### config.mk
export PLATFORM = sky130hd
export DESIGN_NAME = i2c_interrupt_status_flags
export DESIGN_NICKNAME = d
export VERILOG_FILES = /design/src/i2c_interrupt_status_flags.v
export VERILOG_INCLUDE_DIRS = /design/src /design/src/src
export SDC_FILE = /design/constraint.sdc
export NUM_CORES = 1
export LEC_CHECK = 0
export CELL_PAD_IN_SITES_DETAIL_PLACEMENT = 1
export CELL_PAD_IN_SITES_GLOBAL_PLACEMENT = 1
export CORE_UTILIZATION = 52
export DETAILED_ROUTE_END_ITERATION = 8
export DONT_BUFFER_PORTS = 1
export GPL_TIMING_DRIVEN = 0
export PLACE_DENSITY = 0.9
export SLEW_MARGIN = 20
export SYNTH_ARGS = -nofsm -noshare
export SYNTH_HDL_FRONTEND = slang
export SYNTH_SLANG_ARGS = --single-unit
### constraint.sdc
create_clock -name core_clk -period 6.2 [get_ports core_clk]
set_input_delay 0.93 -clock core_clk [delete_from_list [all_inputs] [get_ports core_clk]]
set_output_delay 0.93 -clock core_clk [all_outputs]
set_load 0.1 [all_outputs]
### src/i2c_status_defines.vh
`ifndef I2C_STATUS_DEFINES_VH
`define I2C_STATUS_DEFINES_VH

// Register offsets
`define OFS_CTRL 8'h00
`define OFS_STATUS 8'h01
`define OFS_MODE 8'h02
`define OFS_OWN_ADDR 8'h03
`define OFS_SECOND_ADDR 8'h04
`define OFS_DATA 8'h05

// Control register fields
`define CTRL_EN 7
`define CTRL_MASTER 6
`define CTRL_DIR 5
`define CTRL_ACK_CHECK 4
`define CTRL_BUS_OCC 3
`define CTRL_IRQ 2
`define CTRL_COND_ISSUE 1
`define CTRL_PAUSE 0

// Status register fields
`define ST_EARLY_END 7
`define ST_NORMAL_END 6
`define ST_CONT_XFER 5
`define ST_SECOND_HIT 4
`define ST_ARB_LOST 3
`define ST_OWN_HIT 2
`define ST_GEN_CALL 1
`define ST_ACK_BIT 0

// Mode register fields
`define MODE_PRIMARY_FMT 0
`define MODE_SECOND_FMT 1
`define MODE_FORMATLESS 2
`define MODE_SERIAL 3

// Reset values and general call address
`define RST_BYTE 8'h00
`define RST_ADDR 7'h00
`define GEN_CALL_ADDR 7'h00

`endif

### src/i2c_interrupt_status_flags.v
// Operation
// - Transfer irq flag clears by read-1-write-0 or transfer unit data access.
// - Master: start seen after start request sets irq flag and tx empty.
// - Master with pause selected: pause before acknowledge sets irq flag.
// - Transfer end sets irq at ninth rise, or eighth fall with pause.
// - After arbitration loss, a received slave address sets irq flag.
// - Ack check on and ack received as 1 sets irq; in transmit it also sets ack bit.
// - Own or second address match sets hit flag, irq, until start/stop.
// - General call with primary format 0 sets flag, irq, until start/stop.
// - Slave stop detection sets irq with normal-end or early-end flag.
// - Serial/formatless: irq on end, start (serial only), formatless on, empty/full set.
// - Condition strobe reads 1, stores nothing, ignores written 1.
// - Slave: stop during a frame sets the early-end flag.
// - Slave: stop after a complete frame sets the normal-end flag.
// - End flags clear by read-1-write-0 or when irq flag clears.
// - Continuous flag sets irq too; outside slave set on empty/full.
// - Slave: continuous flag set on empty/full only while second hit.
// - Continuous flag clears by read-1-write-0 or when irq flag clears.
// - Slave receive, second format 0: first frame matching second address.
// - Second hit clears by read-1-write-0, on start, and in master mode.
// - Master transmit: internal SDA differs from pin at SCL rise, lost.
// - Arbitration lost clears on data access by direction or read-1-write-0.
// - SDA fall with SCL high is start, sets occupied; rise is stop.
// - Master transmit: internal SCL high at SCL fall sets arbitration lost.
`timescale 1ns/1ps
`include "i2c_status_defines.vh"

module i2c_interrupt_status_flags
(
	// Clock and reset
	input wire core_clk,
	input wire sys_rst,
	// Register port
	input wire [7:0] reg_addr,
	input wire [7:0] reg_wdata,
	input wire reg_wr,
	input wire reg_rd,
	output reg [7:0] reg_rdata,
	// Transfer unit access to the data register
	input wire dma_data_wr,
	input wire dma_data_rd,
	input wire [7:0] dma_wdata,
	// Bus pin levels
	input wire scl_pin,
	input wire sda_pin,
	// Shifter status
	input wire [7:0] rx_byte,
	input wire int_sda,
	input wire int_scl,
	input wire frame_active,
	input wire xfer_end,
	input wire pause_ins,
	input wire ack_valid,
	input wire ack_value,
	input wire addr_done,
	input wire [7:0] addr_byte,
	input wire tx_empty_set,
	input wire rx_full_set,
	// Shifter control
	output reg [7:0] tx_byte,
	output reg start_req,
	output reg stop_req,
	output reg iface_en,
	output reg master_sel,
	output reg direction_sel,
	output reg ack_check_en,
	output reg pause_sel,
	output reg ack_bit,
	output reg tx_data_empty,
	output reg rx_data_full,
	output reg transfer_irq_flag
);

	// ************************************************************
	// Pin synchronisers and bus conditions
	// ************************************************************
	reg scl_meta;
	reg sda_meta;
	reg scl_s;
	reg sda_s;
	reg scl_q;
	reg sda_q;
	wire scl_rise;
	wire scl_fall;
	wire start_det;
	wire stop_det;

	always @(posedge core_clk or posedge sys_rst)
	begin
		if (sys_rst)
		begin
			scl_meta <= 1'b1;
			sda_meta <= 1'b1;
			scl_s <= 1'b1;
			sda_s <= 1'b1;
			scl_q <= 1'b1;
			sda_q <= 1'b1;
		end
		else
		begin
			scl_meta <= scl_pin;
			sda_meta <= sda_pin;
			scl_s <= scl_meta;
			sda_s <= sda_meta;
			scl_q <= scl_s;
			sda_q <= sda_s;
		end
	end

	assign scl_rise = scl_s & ~scl_q;
	assign scl_fall = ~scl_s & scl_q;
	assign start_det = iface_en & scl_s & scl_q & sda_q & ~sda_s;
	assign stop_det = iface_en & scl_s & scl_q & ~sda_q & sda_s;

	// ************************************************************
	// Register storage
	// ************************************************************
	reg bus_occupied_flag;
	reg early_end_flag;
	reg normal_end_flag;
	reg continuous_xfer_flag;
	reg second_addr_hit;
	reg arb_lost_flag;
	reg own_addr_hit;
	reg general_call_flag;
	reg primary_format_sel;
	reg second_format_sel;
	reg formatless_sel;
	reg serial_sel;
	reg [6:0] own_addr;
	reg [6:0] second_addr;
	reg start_pending;
	reg first_frame;
	reg addressed;
	// Flags seen as 1 by a read; only those may be cleared by writing 0
	reg seen_irq;
	reg seen_early;
	reg seen_normal;
	reg seen_cont;
	reg seen_second;
	reg seen_arb;

	wire wr_ctrl = reg_wr & (reg_addr == `OFS_CTRL);
	wire wr_stat = reg_wr & (reg_addr == `OFS_STATUS);
	wire wr_mode = reg_wr & (reg_addr == `OFS_MODE);
	wire wr_own = reg_wr & (reg_addr == `OFS_OWN_ADDR);
	wire wr_second = reg_wr & (reg_addr == `OFS_SECOND_ADDR);
	wire wr_data = reg_wr & (reg_addr == `OFS_DATA);
	wire rd_ctrl = reg_rd & (reg_addr == `OFS_CTRL);
	wire rd_stat = reg_rd & (reg_addr == `OFS_STATUS);
	wire rd_data = reg_rd & (reg_addr == `OFS_DATA);

	wire i2c_fmt = ~formatless_sel & ~serial_sel;
	wire slave_i2c = i2c_fmt & ~master_sel;
	wire data_wr_any = wr_data | dma_data_wr;
	wire data_rd_any = rd_data | dma_data_rd;

	// ************************************************************
	// Event decode
	// ************************************************************
	wire empty_rise = tx_empty_set & ~tx_data_empty;
	wire full_rise = rx_full_set & ~rx_data_full;
	wire start_seen = start_det & start_pending & master_sel;
	wire buf_rise = empty_rise | full_rise | start_seen;
	wire end_evt = pause_sel ? pause_ins : xfer_end;
	wire end_counts = (master_sel & i2c_fmt) | (slave_i2c & addressed);
	wire is_gen_call = (addr_byte[7:1] == `GEN_CALL_ADDR);
	wire hit_own = addr_byte[7:1] == own_addr;
	wire hit_second = (addr_byte[7:1] == second_addr) & ~addr_byte[0] & ~second_format_sel;
	wire hit_gen = is_gen_call & ~primary_format_sel;
	wire addr_evt = addr_done & first_frame & slave_i2c;
	wire any_hit = addr_evt & (hit_own | hit_second | hit_gen);
	wire arb_mon = master_sel & direction_sel & i2c_fmt;
	wire arb_set = arb_mon & ((scl_rise & (int_sda != sda_s)) | (scl_fall & int_scl));
	wire fmtless_on = wr_mode & reg_wdata[`MODE_FORMATLESS] & ~formatless_sel;

	// Continuous-transfer setting depends on mode
	wire cont_set = (slave_i2c ? second_addr_hit : 1'b1) & (empty_rise | full_rise);

	// Every irq source gathered in one term
	wire irq_set = start_seen |
		(master_sel & i2c_fmt & pause_sel & pause_ins) |
		(end_evt & end_counts) |
		(addr_done & arb_lost_flag) |
		(ack_valid & ack_check_en & ack_value & i2c_fmt) |
		any_hit |
		(stop_det & slave_i2c) |
		(~i2c_fmt & (xfer_end | empty_rise | full_rise)) |
		(serial_sel & start_det) |
		fmtless_on |
		cont_set;

	// Clearing of the irq flag by software or the transfer unit
	wire irq_clr_cpu = wr_ctrl & seen_irq & ~reg_wdata[`CTRL_IRQ];
	wire irq_clr_dma = (dma_data_wr & tx_data_empty) | (dma_data_rd & rx_data_full);
	wire irq_falls = transfer_irq_flag & ~irq_set & (irq_clr_cpu | irq_clr_dma);

	// ************************************************************
	// Control register and condition requests
	// ************************************************************
	always @(posedge core_clk or posedge sys_rst)
	begin
		if (sys_rst)
		begin
			iface_en <= 1'b0;
			master_sel <= 1'b0;
			direction_sel <= 1'b0;
			ack_check_en <= 1'b0;
			pause_sel <= 1'b0;
			start_req <= 1'b0;
			stop_req <= 1'b0;
			start_pending <= 1'b0;
			bus_occupied_flag <= 1'b0;
		end
		else
		begin
			start_req <= 1'b0;
			stop_req <= 1'b0;
			if (wr_ctrl)
			begin
				iface_en <= reg_wdata[`CTRL_EN];
				master_sel <= reg_wdata[`CTRL_MASTER];
				direction_sel <= reg_wdata[`CTRL_DIR];
				ack_check_en <= reg_wdata[`CTRL_ACK_CHECK];
				pause_sel <= reg_wdata[`CTRL_PAUSE];
				// Strobe low issues a condition; a written 1 is dropped
				if (master_sel & iface_en & ~reg_wdata[`CTRL_COND_ISSUE])
				begin
					if (reg_wdata[`CTRL_BUS_OCC])
					begin
						start_req <= 1'b1;
						start_pending <= 1'b1;
					end
					else
					begin
						stop_req <= 1'b1;
					end
				end
			end
			else if (arb_set)
			begin
				// Losing the bus drops back to slave receive
				master_sel <= 1'b0;
				direction_sel <= 1'b0;
			end
			else if (addr_evt & any_hit & addr_byte[0])
			begin
				direction_sel <= 1'b1;
			end
			else if (fmtless_on)
			begin
				direction_sel <= direction_sel;
			end
			if (start_seen)
			begin
				start_pending <= 1'b0;
			end
			if (start_det)
			begin
				bus_occupied_flag <= 1'b1;
			end
			else if (stop_det | ~iface_en)
			begin
				bus_occupied_flag <= 1'b0;
			end
		end
	end

	// ************************************************************
	// Mode, address and data registers
	// ************************************************************
	always @(posedge core_clk or posedge sys_rst)
	begin
		if (sys_rst)
		begin
			primary_format_sel <= 1'b0;
			second_format_sel <= 1'b0;
			formatless_sel <= 1'b0;
			serial_sel <= 1'b0;
			own_addr <= `RST_ADDR;
			second_addr <= `RST_ADDR;
			tx_byte <= `RST_BYTE;
		end
		else
		begin
			if (wr_mode)
			begin
				primary_format_sel <= reg_wdata[`MODE_PRIMARY_FMT];
				second_format_sel <= reg_wdata[`MODE_SECOND_FMT];
				formatless_sel <= reg_wdata[`MODE_FORMATLESS];
				serial_sel <= reg_wdata[`MODE_SERIAL];
			end
			if (wr_own)
			begin
				own_addr <= reg_wdata[7:1];
			end
			if (wr_second)
			begin
				second_addr <= reg_wdata[7:1];
			end
			if (dma_data_wr)
			begin
				tx_byte <= dma_wdata;
			end
			else if (wr_data)
			begin
				tx_byte <= reg_wdata;
			end
		end
	end

	// ************************************************************
	// Buffer flags and slave address tracking
	// ************************************************************
	always @(posedge core_clk or posedge sys_rst)
	begin
		if (sys_rst)
		begin
			tx_data_empty <= 1'b0;
			rx_data_full <= 1'b0;
			first_frame <= 1'b0;
			addressed <= 1'b0;
		end
		else if (~iface_en)
		begin
			tx_data_empty <= 1'b0;
			rx_data_full <= 1'b0;
			first_frame <= 1'b0;
			addressed <= 1'b0;
		end
		else
		begin
			// A set in the same cycle as the access wins
			if (empty_rise | start_seen)
			begin
				tx_data_empty <= 1'b1;
			end
			else if (data_wr_any)
			begin
				tx_data_empty <= 1'b0;
			end
			if (full_rise)
			begin
				rx_data_full <= 1'b1;
			end
			else if (data_rd_any)
			begin
				rx_data_full <= 1'b0;
			end
			if (start_det)
			begin
				first_frame <= 1'b1;
			end
			else if (addr_done)
			begin
				first_frame <= 1'b0;
			end
			if (start_det | stop_det | master_sel)
			begin
				addressed <= 1'b0;
			end
			else if (any_hit)
			begin
				addressed <= 1'b1;
			end
		end
	end

	// ************************************************************
	// Status flags
	// ************************************************************
	always @(posedge core_clk or posedge sys_rst)
	begin
		if (sys_rst)
		begin
			transfer_irq_flag <= 1'b0;
			early_end_flag <= 1'b0;
			normal_end_flag <= 1'b0;
			continuous_xfer_flag <= 1'b0;
			second_addr_hit <= 1'b0;
			arb_lost_flag <= 1'b0;
			own_addr_hit <= 1'b0;
			general_call_flag <= 1'b0;
			ack_bit <= 1'b0;
		end
		else if (~iface_en)
		begin
			transfer_irq_flag <= 1'b0;
			early_end_flag <= 1'b0;
			normal_end_flag <= 1'b0;
			continuous_xfer_flag <= 1'b0;
			second_addr_hit <= 1'b0;
			arb_lost_flag <= 1'b0;
			own_addr_hit <= 1'b0;
			general_call_flag <= 1'b0;
			ack_bit <= ack_bit;
		end
		else
		begin
			if (irq_set)
			begin
				transfer_irq_flag <= 1'b1;
			end
			else if (irq_clr_cpu | irq_clr_dma)
			begin
				transfer_irq_flag <= 1'b0;
			end
			if (stop_det & slave_i2c & frame_active)
			begin
				early_end_flag <= 1'b1;
			end
			else if ((wr_stat & seen_early & ~reg_wdata[`ST_EARLY_END]) | irq_falls)
			begin
				early_end_flag <= 1'b0;
			end
			if (stop_det & slave_i2c & ~frame_active)
			begin
				normal_end_flag <= 1'b1;
			end
			else if ((wr_stat & seen_normal & ~reg_wdata[`ST_NORMAL_END]) | irq_falls)
			begin
				normal_end_flag <= 1'b0;
			end
			if (cont_set)
			begin
				continuous_xfer_flag <= 1'b1;
			end
			else if ((wr_stat & seen_cont & ~reg_wdata[`ST_CONT_XFER]) | irq_falls)
			begin
				continuous_xfer_flag <= 1'b0;
			end
			// Master mode holds the flag clear as a level
			if (master_sel | start_det)
			begin
				second_addr_hit <= 1'b0;
			end
			else if (addr_evt & hit_second)
			begin
				second_addr_hit <= 1'b1;
			end
			else if (wr_stat & seen_second & ~reg_wdata[`ST_SECOND_HIT])
			begin
				second_addr_hit <= 1'b0;
			end
			if (arb_set)
			begin
				arb_lost_flag <= 1'b1;
			end
			else if ((direction_sel & data_wr_any) | (~direction_sel & data_rd_any) |
				(wr_stat & seen_arb & ~reg_wdata[`ST_ARB_LOST]))
			begin
				arb_lost_flag <= 1'b0;
			end
			if (addr_evt)
			begin
				own_addr_hit <= hit_own | hit_second;
				general_call_flag <= hit_gen;
			end
			else if (start_det | stop_det)
			begin
				own_addr_hit <= 1'b0;
				general_call_flag <= 1'b0;
			end
			// Transmit latches the received ack; receive keeps the written value
			if (ack_valid & ack_check_en & direction_sel)
			begin
				ack_bit <= ack_value;
			end
			else if (wr_stat & ~direction_sel)
			begin
				ack_bit <= reg_wdata[`ST_ACK_BIT];
			end
		end
	end

	// ************************************************************
	// Read-as-one tracking
	// ************************************************************
	always @(posedge core_clk or posedge sys_rst)
	begin
		if (sys_rst)
		begin
			seen_irq <= 1'b0;
			seen_early <= 1'b0;
			seen_normal <= 1'b0;
			seen_cont <= 1'b0;
			seen_second <= 1'b0;
			seen_arb <= 1'b0;
		end
		else
		begin
			seen_irq <= rd_ctrl ? transfer_irq_flag : (seen_irq & transfer_irq_flag);
			seen_early <= rd_stat ? early_end_flag : (seen_early & early_end_flag);
			seen_normal <= rd_stat ? normal_end_flag : (seen_normal & normal_end_flag);
			seen_cont <= rd_stat ? continuous_xfer_flag : (seen_cont & continuous_xfer_flag);
			seen_second <= rd_stat ? second_addr_hit : (seen_second & second_addr_hit);
			seen_arb <= rd_stat ? arb_lost_flag : (seen_arb & arb_lost_flag);
		end
	end

	// ************************************************************
	// Read data
	// ************************************************************
	always @(posedge core_clk or posedge sys_rst)
	begin
		if (sys_rst)
		begin
			reg_rdata <= `RST_BYTE;
		end
		else if (reg_rd)
		begin
			if (reg_addr == `OFS_CTRL)
			begin
				reg_rdata <= {iface_en, master_sel, direction_sel, ack_check_en,
					bus_occupied_flag, transfer_irq_flag, 1'b1, pause_sel};
			end
			else if (reg_addr == `OFS_STATUS)
			begin
				reg_rdata <= {early_end_flag, normal_end_flag, continuous_xfer_flag,
					second_addr_hit, arb_lost_flag, own_addr_hit, general_call_flag, ack_bit};
			end
			else if (reg_addr == `OFS_MODE)
			begin
				reg_rdata <= {4'h0, serial_sel, formatless_sel, second_format_sel,
					primary_format_sel};
			end
			else if (reg_addr == `OFS_OWN_ADDR)
			begin
				reg_rdata <= {own_addr, 1'b0};
			end
			else if (reg_addr == `OFS_SECOND_ADDR)
			begin
				reg_rdata <= {second_addr, 1'b0};
			end
			else if (reg_addr == `OFS_DATA)
			begin
				reg_rdata <= rx_byte;
			end
			else
			begin
				reg_rdata <= `RST_BYTE;
			end
		end
		else
		begin
			reg_rdata <= `RST_BYTE;
		end
	end

endmodule // i2c_interrupt_status_flags

# Word-level counts from Yosys, hierarchy flattened
# Cells that the tools add are included.
# word_totals
output_inout_bits	27
inputBits	58
word_cells	282
regBits	68
# op_classes
bitwise	137
muxes	72
n_reduce_logical	12
n_eq_ne	19
# op_table
operator	n
$and A1 B1 Y1	82
$mux W8	9
$mux W1	63
$or A1 B1 Y1	31
$ne A3 B1 Y1 const B	9
$not A1 Y1	24
$eq A8 B2 Y1 const B	2
$eq A8 B3 Y1 const B	2
$eq A7 B7 Y1	2
$reduce_bool A2 Y1	7
$eq A8 B1 Y1 const B	1
$logic_not A8 Y1	1
$logic_not A7 Y1	1
$ne A4 B1 Y1 const B	1
$ne A3 B2 Y1 const B	1
$reduce_and A3 Y1	1
$reduce_bool A3 Y1	1
$reduce_and A2 Y1	1
$ne A1 B1 Y1	1

# Longest topological paths before layout
# Gate-level depths: netlist of run 1.
# depth
word_depth	23
ltp_mapped	7
mapped_depth_nobuf	5

# Worst setup path before layout of run 1
# Ideal clock, no wire load.
# synth_timing
path_kind	input port to flip-flop
startpoint	input port reg_wr
endpoint	register normal_end_flag
setup_slack_ns	3.541
setup_time_ns	0.152
n_path_buf	2
required_time_ns	6.048
arrival_ns	2.507
path_stages	7
cell_sequence	buf_2 or4b_1 or3_1 clkbuf_1 or3b_1 a21oi_1 a211oi_1
# synth_via
elab_chain_cells	10
word_cells_on_any_way	17
cone_classes	1 x eq/ne; 16 x bitwise
# synth_lines
item	line	rtl
from (decl)	i2c_interrupt_status_flags.v:36	input wire reg_wr,
$and A1 B1 Y1	i2c_interrupt_status_flags.v:145	wire wr_mode = reg_wr & (reg_addr == `OFS_MODE);
$and A1 B1 Y1 (2 in a row)	i2c_interrupt_status_flags.v:175	wire fmtless_on = wr_mode & reg_wdata[`MODE_FORMATLESS] & ~formatless_sel;
$or A1 B1 Y1	i2c_interrupt_status_flags.v:189	(serial_sel & start_det) |
$or A1 B1 Y1	i2c_interrupt_status_flags.v:190	fmtless_on |
$not A1 Y1	i2c_interrupt_status_flags.v:196	wire irq_falls = transfer_irq_flag & ~irq_set & (irq_clr_cpu | irq_clr_dma);
$and A1 B1 Y1 (2 in a row)	i2c_interrupt_status_flags.v:196	
$or A1 B1 Y1 (*)	i2c_interrupt_status_flags.v:420	else if ((wr_stat & seen_normal & ~reg_wdata[`ST_NORMAL_END]) | irq_falls)
$ne A3 B1 Y1 (no line) (*)	-	
to (signal assigned)	i2c_interrupt_status_flags.v:390	normal_end_flag <= 1'b0;
to (signal assigned)	i2c_interrupt_status_flags.v:418	normal_end_flag <= 1'b1;
to (signal assigned)	i2c_interrupt_status_flags.v:422	normal_end_flag <= 1'b0;
to (decl)	i2c_interrupt_status_flags.v:120	reg normal_end_flag;
# Every way passes the cells marked *; elsewhere a longest branch is shown, timed or not.
# A chain may end at the register's enable or synchronous reset.

# Worst setup path after layout of run 1
# layout_timing
startpoint	register master_sel
endpoint	register early_end_flag
# layout_via
elab_chain_cells	19
word_cells_on_any_way	32
cone_classes	1 x eq/ne; 3 x mux; 28 x bitwise
# layout_lines
item	line	rtl
from (decl)	i2c_interrupt_status_flags.v:64	output reg master_sel,
from (signal assigned)	i2c_interrupt_status_flags.v:222	master_sel <= reg_wdata[`CTRL_MASTER];
$not A1 Y1	i2c_interrupt_status_flags.v:154	wire slave_i2c = i2c_fmt & ~master_sel;
$and A1 B1 Y1	i2c_interrupt_status_flags.v:154	
$and A1 B1 Y1	i2c_interrupt_status_flags.v:166	wire end_counts = (master_sel & i2c_fmt) | (slave_i2c & addressed);
$or A1 B1 Y1	i2c_interrupt_status_flags.v:166	
$and A1 B1 Y1	i2c_interrupt_status_flags.v:183	(end_evt & end_counts) |
$or A1 B1 Y1	i2c_interrupt_status_flags.v:182	(master_sel & i2c_fmt & pause_sel & pause_ins) |
$or A1 B1 Y1	i2c_interrupt_status_flags.v:183	
$or A1 B1 Y1	i2c_interrupt_status_flags.v:184	(addr_done & arb_lost_flag) |
[2 not listed]	-	
$or A1 B1 Y1	i2c_interrupt_status_flags.v:187	(stop_det & slave_i2c) |
$or A1 B1 Y1	i2c_interrupt_status_flags.v:188	(~i2c_fmt & (xfer_end | empty_rise | full_rise)) |
$or A1 B1 Y1	i2c_interrupt_status_flags.v:189	
$or A1 B1 Y1	i2c_interrupt_status_flags.v:190	
$not A1 Y1	i2c_interrupt_status_flags.v:196	
$and A1 B1 Y1 (2 in a row)	i2c_interrupt_status_flags.v:196	
$or A1 B1 Y1	i2c_interrupt_status_flags.v:412	else if ((wr_stat & seen_early & ~reg_wdata[`ST_EARLY_END]) | irq_falls)
$ne A3 B1 Y1 (no line)	-	
to (signal assigned)	i2c_interrupt_status_flags.v:389	early_end_flag <= 1'b0;
to (signal assigned)	i2c_interrupt_status_flags.v:410	early_end_flag <= 1'b1;
to (signal assigned)	i2c_interrupt_status_flags.v:414	early_end_flag <= 1'b0;
to (decl)	i2c_interrupt_status_flags.v:119	reg early_end_flag;
# Several ways; a longest one is shown, not always the timed one.

==> results of run 1 <==
-- cells in the mapped netlist (3+ instances only) --
| cell type | instances | area (sq um) |
|---|---|---|
| nor4_1 | 9 | 56.3 |
| o21ai_0 | 17 | 85.1 |
| or3_1 | 3 | 18.8 |
| buf_2 | 3 | 15.0 |
| dfrtp_1 | 62 | 1550 |
| nand4b_1 | 3 | 26.3 |
| mux2i_1 | 10 | 100 |
| nand2b_1 | 8 | 50.1 |
| inv_1 | 8 | 30.0 |
| nand2_1 | 34 | 128 |
| nand3_1 | 10 | 50.1 |
| a211oi_1 | 3 | 22.5 |
| nor3_1 | 4 | 20.0 |
| a22o_1 | 5 | 43.8 |
| a311oi_1 | 5 | 43.8 |
| buf_1 | 3 | 11.3 |
| clkbuf_1 | 9 | 33.8 |
| a21oi_1 | 19 | 95.1 |
| a31oi_1 | 3 | 18.8 |
| mux2_2 | 18 | 203 |
| o21a_1 | 5 | 37.5 |
| nor2_1 | 18 | 67.6 |
| nor2b_1 | 6 | 37.5 |
| xnor2_1 | 15 | 131 |
| dfstp_2 | 6 | 158 |
| nand4_1 | 6 | 37.5 |
| a22oi_1 | 9 | 67.6 |
-- worst paths after layout --
kind | startpoint | end | cells past startpoint | slack [ns]
max in group asynchronous | sys_rst | second_addr[4] | 2 | 5.22
hold / removal | scl_meta | scl_s | 0 | 0.36
setup reg to reg | master_sel | early_end_flag | 5 | 3.17
hold reg to reg | scl_meta | scl_s | 0 | 0.36
min in group asynchronous | sys_rst | reg_rdata[2] | 1 | 0.45
setup / recovery | master_sel | early_end_flag | 5 | 3.17
-- sequential cells by signal (all words and copies together), names as in the netlist, 7 cells and up --
name,count
own_addr,7
second_addr,7
reg_rdata,8
tx_byte,8
-- final cells by class --
cell class | instances | area [sq um]
fillers | 713 | 2600
flip-flops and latches | 68 | 1710
multi-input cells | 243 | 1650
clock buffers | 12 | 145
well taps | 77 | 96.3
clock inverters | 4 | 72.6
plain buffers | 15 | 60.1
inverters | 8 | 32.5
repair buffers | 1 | 20.0
-- routing by layer --
metal | vias up | global-route usage | routed length [um]
li1 | 1256 | - | -
met1 | 1428 | 0.410 | 4420
met2 | 172 | 0.480 | 5010
met3 | 31 | 0.0785 | 788
met4 | 0 | 0.171 | 364
met5 | - | 0 | 0
-- where the power goes --
part	leakage (nW)	total, W	switching (W)	internal (W)
combinational	0.618	0.000104	0.0000599	0.0000438
sequential	0.893	0.000600	0.000128	0.000472
clock	0.107	0.000414	0.000176	0.000237
total	1.62	0.00112	0.000364	0.000753
-- cells in the final DEF, fill, tap and decap left out, types with 7 or more instances in the layout --
cell type	instances
nor2_1	18
nand2_1	34
mux2_2	18
o21ai_0	17
a22oi_1	9
nand2b_1	8
dfrtp_1	61
clkbuf_1	11
nand3_1	10
xnor2_1	15
mux2i_1	10
clkbuf_8	10
inv_1	7
a21oi_1	19
nor4_1	8
-- through the flow --
stage                     setup slack, ns  instances  power [W]  hold WS [ns]   util
after floorplan                      3.54        334   0.000673         0.345      -
after CTS                            3.21        428    0.00112         0.357  0.593
after global routing                 3.07        428    0.00115         0.364  0.593
final                                3.17        428    0.00112         0.356  0.593
after global placement               2.78        411   0.000698         0.346  0.554
after detailed placement             3.22        412   0.000709         0.347  0.559
-- kinds of logic (layout without fill, tap and decap cells) --
family | after synthesis | in the layout | share of synthesized area
AOI/OAI and AO/OA | 80 | 80 | 0.154
xor gates and xnor gates | 16 | 16 | 0.0407
buffers and inverters | 23 | 40 | 0.0262
DFF | 68 | 68 | 0.496
muxes | 29 | 29 | 0.0944
and+or+nand+nor | 118 | 118 | 0.188
==> metrics.cfg, run 1 <==
[floorplan]
die-area_sq_mm = 0.00695
placementRows = 29
initial_core_util = 0.539
fp.dieW_um = 83.4
io_pins = 85
coreArea_sq_mm = 0.00639
die_y_um = 83.4

[clock_network]
cts-root-buf = clkbuf_8
path_clk_slew_ns = 0.07
cts.htree.levels = 3
clock_path_buffers = 2
cts.sinks = 68
numCtsBuffers = 9
postCtsSetupBuffers = 0
cts_tree = yes
clock_latency_ns = 0.36
cts_resized = 0
ctsHoldBuffers = 0

[setup_path]
path_buf_inv = 1
cp-end-kind = register
critPathTopFamily = simple AND/OR/NAND/NOR gates
slowest_delay_ns = 0.95
path_cells = clkbuf_1, nand4b_1, nor3_1, nor4_1, a221oi_1
worst-setup-path-type = reg2reg
cp.required_ns = 6.39
cp_slowest_cell = dfrtp_1
critPathLaunchType = register
critPathMaxFanout = 10
cp.arrival_ns = 3.22

[placement]
port_buffers = 0
finalWeightedCongestion = 0.923
hpwl_mm = 7.78
placed_area_sq_mm = 0.00357

[power_and_ir_drop]
p_leak_nw = 1.62
ir_drop_mv = 0.185
powerDensity_mw_per_mm2 = 295

[sta]
setup_viol = 0
slew_headroom = 0.257
worst_slew_pin_slew_ns = 1.11
fin_skew_ns = 0.0120
rsz0062_at_grt = false
min_period_ns = 3.03
hold_viol_final = 0
finalCritPeriodShare = 0.489
drv_slew = 0
fmax_ghz = 0.330
setup_tns_ns = 0

[flow_run]
cap_viol_max_count = 0

[global_routing]
grt_pass1_wl_mm = 16.3
first_global_vias = 2973
track_usage = 0.314
grt_overflow = 0
grt_max_degree = 38
antenna_found_initial = 0

[synth]
ys_async_sr_fraction = 1.00
yosysUniqueCellTypes = 53
syn_nets = 392
ys_warn_count = 0
synth_edf_count = 0
ys.flop_type = dfrtp_1
ys_ff_latch = 68
ys_seq_area_frac = 0.496
synth_cells = 334
syn-cell-area_sq_mm = 0.00344
avgSynthCellArea_sq_um = 10.3

[route]
vias = 2887
antenna_left = 0
drt_wl_total_mm = 10.6
wire_per_inst_um = 24.7
drc = 0
via_per_inst = 6.75
drt_iter0_drc = 315
dr.pass1.iters = 5

[outcome]
outcome = finished clean

[finish]
n_antenna_cell = 0
areaGrowthSynthToFinish_pct = 9.99
finalNetCount = 404
finalInstanceArea_sq_mm = 0.00379
drive_above_1_share = 0.140

[worst_hold_path]
hp-class = reg2reg

Note: power is estimated with default switching activity, not from simulation.
==> run 2, diff against run 1 <==
--- a/config.mk
+++ b/config.mk
@@ -8,11 +8,11 @@
 export LEC_CHECK = 0
 export CELL_PAD_IN_SITES_DETAIL_PLACEMENT = 1
 export CELL_PAD_IN_SITES_GLOBAL_PLACEMENT = 1
-export CORE_UTILIZATION = 52
+export CORE_UTILIZATION = 44
 export DETAILED_ROUTE_END_ITERATION = 8
 export DONT_BUFFER_PORTS = 1
 export GPL_TIMING_DRIVEN = 0
-export PLACE_DENSITY = 0.9
+export PLACE_DENSITY = 0.82
 export SLEW_MARGIN = 20
 export SYNTH_ARGS = -nofsm -noshare
 export SYNTH_HDL_FRONTEND = slang
==> constraint.sdc (replaced) <==
create_clock -name core_clk -period 2.7 [get_ports core_clk]
set_input_delay 0.405 -clock core_clk [delete_from_list [all_inputs] [get_ports core_clk]]
set_output_delay 0.405 -clock core_clk [all_outputs]
set_load 0.1 [all_outputs]
==> run 2 against run 1 <==
Net effect:
- final cell count is 5.6% higher
- register-to-register slack worse by 2.9 ns
- clock power grew to 2.6 times the previous value
- setup slack worse by 2.9 ns
- non-clock buffer count is 2 higher
- critical endpoint is now continuous_xfer_flag
- largest power group unchanged
==> metrics.cfg, run 2 (synthesis results as in run 1) <==
[sta]
worst_slew_pin_slew_ns = 1.11  ; about the same
fin_skew_ns = 0.0113  ; was 0.0120 ns
setup_viol = 0  ; unchanged
setup_tns_ns = 0  ; unchanged
fmax_ghz = 0.410  ; was 0.330 GHz
min_period_ns = 2.44  ; was 3.03 ns
slew_headroom = 0.260  ; was 0.257
drv_slew = 0  ; unchanged
holdWs_ns = 0.0421  ; was 0.356 ns
finalCritPeriodShare = 0.904  ; was 0.489
hold_viol_final = 0  ; unchanged
rsz0062_at_grt = false  ; unchanged

[clock_network]
cts-root-buf = clkbuf_8  ; unchanged
numCtsBuffers = 9  ; unchanged
cts.htree.levels = 3  ; unchanged
cts_tree = yes  ; unchanged
postCtsSetupBuffers = 0  ; unchanged
clock_path_buffers = 2  ; unchanged
clock_latency_ns = 0.36  ; about the same
cts.sinks = 68  ; unchanged
path_clk_slew_ns = 0.08  ; was 0.07 ns

[route]
vias = 2909  ; was 2887
dr.pass1.iters = 7  ; was 5
drt_wl_total_mm = 11.0  ; was 10.6 mm
via_per_inst = 6.44  ; was 6.75
wire_per_inst_um = 24.4  ; was 24.7 um
drc = 0  ; unchanged
antenna_left = 0  ; unchanged
drt_iter0_drc = 198  ; was 315

[finish]
areaGrowthSynthToFinish_pct = 13.4  ; was 9.99%
fill_cells = 827  ; was 713
n_antenna_cell = 0  ; unchanged
layout.cells.non_filler = 452  ; was 428
finalNetCount = 406  ; was 404
layout_commonest_cell = dfrtp_1  ; unchanged
final_cell_mix = 58 x dfrtp_1, 34 x nand2_1, 19 x a21oi_1  ; was 61 x dfrtp_1, 34 x nand2_1, 19 x a21oi_1
drive_above_1_share = 0.170  ; was 0.140
reg_top3 = reg_rdata (8), tx_byte (8)  ; unchanged
post-route-util = 0.527  ; was 0.593

[worst_hold_path]
hold_path.startpoint = scl_pin  ; was scl_meta
min_to = scl_meta  ; was scl_s
hp-class = in2reg  ; was reg2reg
hold_depth = 0  ; unchanged

[floorplan]
die_y_um = 90.5  ; was 83.4 um
io_pins = 85  ; unchanged
coreArea_sq_mm = 0.00741  ; was 0.00639 sq mm
fp.dieW_um = 90.5  ; was 83.4 um
die-area_sq_mm = 0.00819  ; was 0.00695 sq mm
initial_core_util = 0.465  ; was 0.539
placementRows = 31  ; was 29

[setup_path]
critPathMaxFanout = 10  ; unchanged
r2r_setup_slack_ns = 0.26  ; was 3.17 ns
slowest_delay_ns = 0.61  ; was 0.95 ns
path_buf_inv = 1  ; unchanged
critPathLaunchType = register  ; unchanged
worst-setup-path-type = reg2reg  ; unchanged
cp.required_ns = 2.94  ; was 6.39 ns
r2r-start = master_sel  ; unchanged
rr_endpoint = continuous_xfer_flag  ; was early_end_flag
cp_slowest_cell = dfrtp_2  ; was dfrtp_1
r2r_cells = 5  ; unchanged
cp-end-kind = register  ; unchanged
path_cells = clkbuf_2, nand4b_1, nor3_2, nor4_2, a221oi_1  ; was clkbuf_1, nand4b_1, nor3_1, nor4_1, a221oi_1
cp.arrival_ns = 2.68  ; was 3.22 ns
critPathTopFamily = simple AND/OR/NAND/NOR gates  ; unchanged

[global_routing]
grt_overflow = 0  ; unchanged
antenna_found_initial = 0  ; unchanged
track_usage = 0.283  ; was 0.314
first_global_vias = 2964  ; was 2973
grt_max_degree = 48  ; was 38
grt_pass1_wl_mm = 17.1  ; was 16.3 mm

[outcome]
outcome = finished clean  ; unchanged

[flow_run]
cap_viol_max_count = 0  ; unchanged

[placement]
dp.cells = 435  ; was 412
hpwl_mm = 8.00  ; was 7.78 mm
finalWeightedCongestion = 0.921  ; was 0.923
port_buffers = 0  ; unchanged

[power_and_ir_drop]
p_leak_nw = 1.65  ; was 1.62 nW
powerDensity_mw_per_mm2 = 687  ; was 295 mW/mm^2
ir_drop_mv = 0.446  ; was 0.185 mV

-- run 2: cell count changes in the layout (fill, tap and decap cells not counted), sizes merged --
| cell | before | now |
|---|---|---|
| inv | 8 | 9 |
| bufinv | 2 | 3 |
| clkinv | 1 | 2 |
| clkbuf | 21 | 18 |
| dlygate4sd3 | 0 | 1 |
| buf | 7 | 8 |
-- run 2: repair_timing --
item                                    in CTS  in global routing
resized for setup                            2                  8
endpoints found under the setup margin       4                  4
pin swaps                                    0                  0
hold buffers                                 1                  0
hold endpoints to repair                    21                  0
-- run 2: worst max-delay path by stage --
stage,startpoint,end,cells after the start
after detailed placement,master_sel,continuous_xfer_flag,5
after floorplan,master_sel,continuous_xfer_flag,5
after global placement,reg_wr,direction_sel,6
final,master_sel,continuous_xfer_flag,5
after CTS,tx_data_empty,continuous_xfer_flag,5
after global routing,master_sel,continuous_xfer_flag,5
-- run 2: stage by stage --
stage                     instance area, sq um  worst slack (ns)  power, W
after floorplan                           3440             0.344   0.00154
after CTS                                 3880            0.0316   0.00268
final                                     3910             0.259   0.00268
after detailed placement                  3610            -0.284   0.00163
after global placement                    3570            -0.312   0.00161
after global routing                      3910             0.101   0.00277
-- run 2: final cells by class --
cell class | instances | area (sq um) | share of cell area
clock inverters | 7 | 124 | 0.0317
multi-input cells | 243 | 1680 | 0.431
plain buffers | 15 | 61.3 | 0.0157
repair buffers | 3 | 42.5 | 0.0109
clock buffers | 9 | 124 | 0.0317
inverters | 8 | 32.5 | 0.00833
well taps | 99 | 124 | 0.0317
flip-flops and latches | 68 | 1710 | 0.439
-- run 2: metal layers --
metal / vias up / GRT usage / routed length, um
met2: 153 / 0.422 / 5050
met3: 34 / 0.0808 / 1040
met5: - / 0 / 0
met1: 1457 / 0.370 / 4520
met4: 0 / 0.153 / 427
li1: 1265 / - / -
-- run 2: where the power goes --
group / total [W] / internal [W] / switching (W)
Sequential: 0.00138 / 0.00108 / 0.000292
Combinational: 0.000250 / 0.000105 / 0.000145
Clock: 0.00106 / 0.000620 / 0.000436
==> run 3, diff against run 2 <==
--- a/config.mk
+++ b/config.mk
@@ -6,11 +6,11 @@
 export SDC_FILE = /design/constraint.sdc
 export NUM_CORES = 1
 export LEC_CHECK = 0
+export BUFFER_PORTS_ARGS = -buffer_cell sky130_fd_sc_hd__buf_2
 export CELL_PAD_IN_SITES_DETAIL_PLACEMENT = 1
 export CELL_PAD_IN_SITES_GLOBAL_PLACEMENT = 1
-export CORE_UTILIZATION = 44
+export CORE_UTILIZATION = 37
 export DETAILED_ROUTE_END_ITERATION = 8
-export DONT_BUFFER_PORTS = 1
 export GPL_TIMING_DRIVEN = 0
 export PLACE_DENSITY = 0.82
 export SLEW_MARGIN = 20
==> run 3 against run 2 <==
Net effect:
- the run now ends with design-rule violations left
- largest cell class unchanged
- core utilization shrank 4.6 points
- critical endpoint is now early_end_flag
- design area is 9.1% higher
- highest routed layer unchanged
- largest power group unchanged
- sequential share of layout area fell by 3.8 points
- wire length up 0.91%
- first-iteration DRC count is 37% higher
- final cell count up 20%
- worst hold slack gained 0.11 ns
- register-to-register slack worse by 0.095 ns
- critical path depth is the same
- clock skew shrank 0.0036 ns
==> metrics.cfg, run 3 (synthesis results as in run 1) <==
[outcome]
outcome = complete, but fails checks  ; was finished clean
failed_checks = design-rule violations

[route]
vias = 3115  ; was 2909
drt_iter0_drc = 271  ; was 198
via_per_inst = 5.75  ; was 6.44
drt_wl_total_mm = 11.1  ; was 11.0 mm
dr.pass1.iters = 6  ; was 7
drc = 5  ; was 0
antenna_left = 0  ; unchanged
wire_per_inst_um = 20.5  ; was 24.4 um

[power_and_ir_drop]
p_leak_nw = 1.98  ; was 1.65 nW
ir_drop_mv = 0.291  ; was 0.446 mV
powerDensity_mw_per_mm2 = 628  ; was 687 mW/mm^2

[setup_path]
critPathMaxFanout = 5  ; was 10
critPathLaunchType = register  ; unchanged
cp.required_ns = 2.88  ; was 2.94 ns
cp.arrival_ns = 2.72  ; was 2.68 ns
worst-setup-path-type = reg2reg  ; unchanged
cp-end-kind = register  ; unchanged

[sta]
min_period_ns = 2.54  ; was 2.44 ns
worst_slew_pin_slew_ns = 0.839  ; was 1.11 ns
rsz0062_at_grt = false  ; unchanged
setup_viol = 0  ; unchanged
slew_headroom = 0.436  ; was 0.260
fin_skew_ns = 0.00768  ; was 0.0113 ns
drv_slew = 0  ; unchanged
fmax_ghz = 0.394  ; was 0.410 GHz
setup_ws_ns = 0.164  ; was 0.259 ns
hold_viol_final = 0  ; unchanged
finalCritPeriodShare = 0.939  ; was 0.904

[finish]
final_cell_mix = 85 x buf_2, 62 x dfrtp_1, 34 x nand2_1  ; was 58 x dfrtp_1, 34 x nand2_1, 19 x a21oi_1
n_antenna_cell = 0  ; unchanged
fill_cells = 1022  ; was 827
areaGrowthSynthToFinish_pct = 23.8  ; was 13.4%
reg_top3 = reg_rdata (8), tx_byte (8)  ; unchanged
layout_commonest_cell = buf_2  ; was dfrtp_1
drive_above_1_share = 0.302  ; was 0.170
layout.cells.non_filler = 542  ; was 452
finalNetCount = 487  ; was 406

[global_routing]
track_usage = 0.245  ; was 0.283
grt_pass1_wl_mm = 17.8  ; was 17.1 mm
grtUsageMet1 = 0.349  ; was 0.370
first_global_vias = 3256  ; was 2964
grt_max_degree = 56  ; was 48
grt.busiest_layer = met2  ; unchanged
grt_overflow = 0  ; unchanged
grtUsageMet2 = 0.375  ; was 0.422
grt_util_met3 = 0.0426  ; was 0.0808
antenna_found_initial = 0  ; unchanged

[floorplan]
io_pins = 85  ; unchanged
coreArea_sq_mm = 0.00885  ; was 0.00741 sq mm
fp.dieW_um = 98.5  ; was 90.5 um
initial_core_util = 0.389  ; was 0.465
placementRows = 34  ; was 31
die-area_sq_mm = 0.00970  ; was 0.00819 sq mm
die_y_um = 98.5  ; was 90.5 um

[flow_run]
cap_viol_max_count = 0  ; unchanged

[clock_network]
numCtsBuffers = 9  ; unchanged
cts.htree.levels = 3  ; unchanged
cts_resized = 0  ; was 2
path_clk_slew_ns = 0.08  ; about the same
clock_path_buffers = 2  ; unchanged
cts.sinks = 68  ; unchanged
ctsHoldBuffers = 1  ; unchanged
cts-root-buf = clkbuf_8  ; unchanged
clock_latency_ns = 0.35  ; was 0.36 ns
cts_tree = yes  ; unchanged
postCtsSetupBuffers = 0  ; unchanged

[placement]
dp.cells = 525  ; was 435
pre_cts_ws_ns = 0.0723  ; was -0.284 ns
hpwl_mm = 8.28  ; was 8.00 mm
port_buffers = 81  ; was 0
finalWeightedCongestion = 0.919  ; was 0.921

[worst_hold_path]
hp-class = in2reg  ; unchanged

## run 3: final cells by class
class	count	area, sq um	area share
Buffer	15	60.1	0.0141
Clock buffer	11	141	0.0332
Clock inverter	5	85.1	0.0200
Inverter	8	32.5	0.00763
Multi-Input combinational cell	243	1650	0.387
Sequential cell	68	1710	0.401
Tap cell	108	135	0.0317
Timing Repair Buffer	84	448	0.105
## run 3: critical path, cell delays in order (launching register included)
cell	delay, ns
dfrtp_1	0.47
or2_2	0.37
o32ai_1	0.44
o211ai_1	0.27
nor4b_1	0.62
a221oi_1	0.21
## run 3: path summary, 6_finish.rpt
path / from / endpoint / slack [ns] / cells past startpoint
setup / recovery: serial_sel / early_end_flag / 0.16 / 5
hold / removal: scl_pin / scl_meta / 0.15 / 1
setup reg to reg: serial_sel / early_end_flag / 0.16 / 5
hold reg to reg: sda_meta / sda_s / 0.36 / 0
max in group asynchronous: sys_rst / sda_s / 1.61 / 4
min in group asynchronous: sys_rst / reg_rdata[5] / 0.51 / 3
## run 3: per-stage QoR
step | area [sq um] | hold WS [ns] | utilization | power (W) | TNS [ns]
final | 4260 | 0.147 | 0.482 | 0.00268 | 0
after global routing | 4260 | 0.133 | 0.482 | 0.00277 | 0
after CTS | 4260 | 0.138 | 0.482 | 0.00269 | 0
after detailed placement | 4030 | 0.347 | 0.455 | 0.00172 | 0
after global placement | 3990 | 0.346 | 0.450 | 0.00170 | -16.70
after floorplan | 3440 | 0.345 | - | 0.00154 | 0
## run 3: where the power goes
group | switching [W] | internal, W | leakage, nW
Clock | 0.000415 | 0.000549 | 0.110
Combinational | 0.000404 | 0.000148 | 0.975
Sequential | 0.0000714 | 0.00109 | 0.893
## run 3: layer usage
metal  vias to the layer above  share of wire
met5                         -              0
met4                         0          0.019
met3                        19          0.065
met2                       126           0.47
met1                      1539           0.45
li1                       1431              -
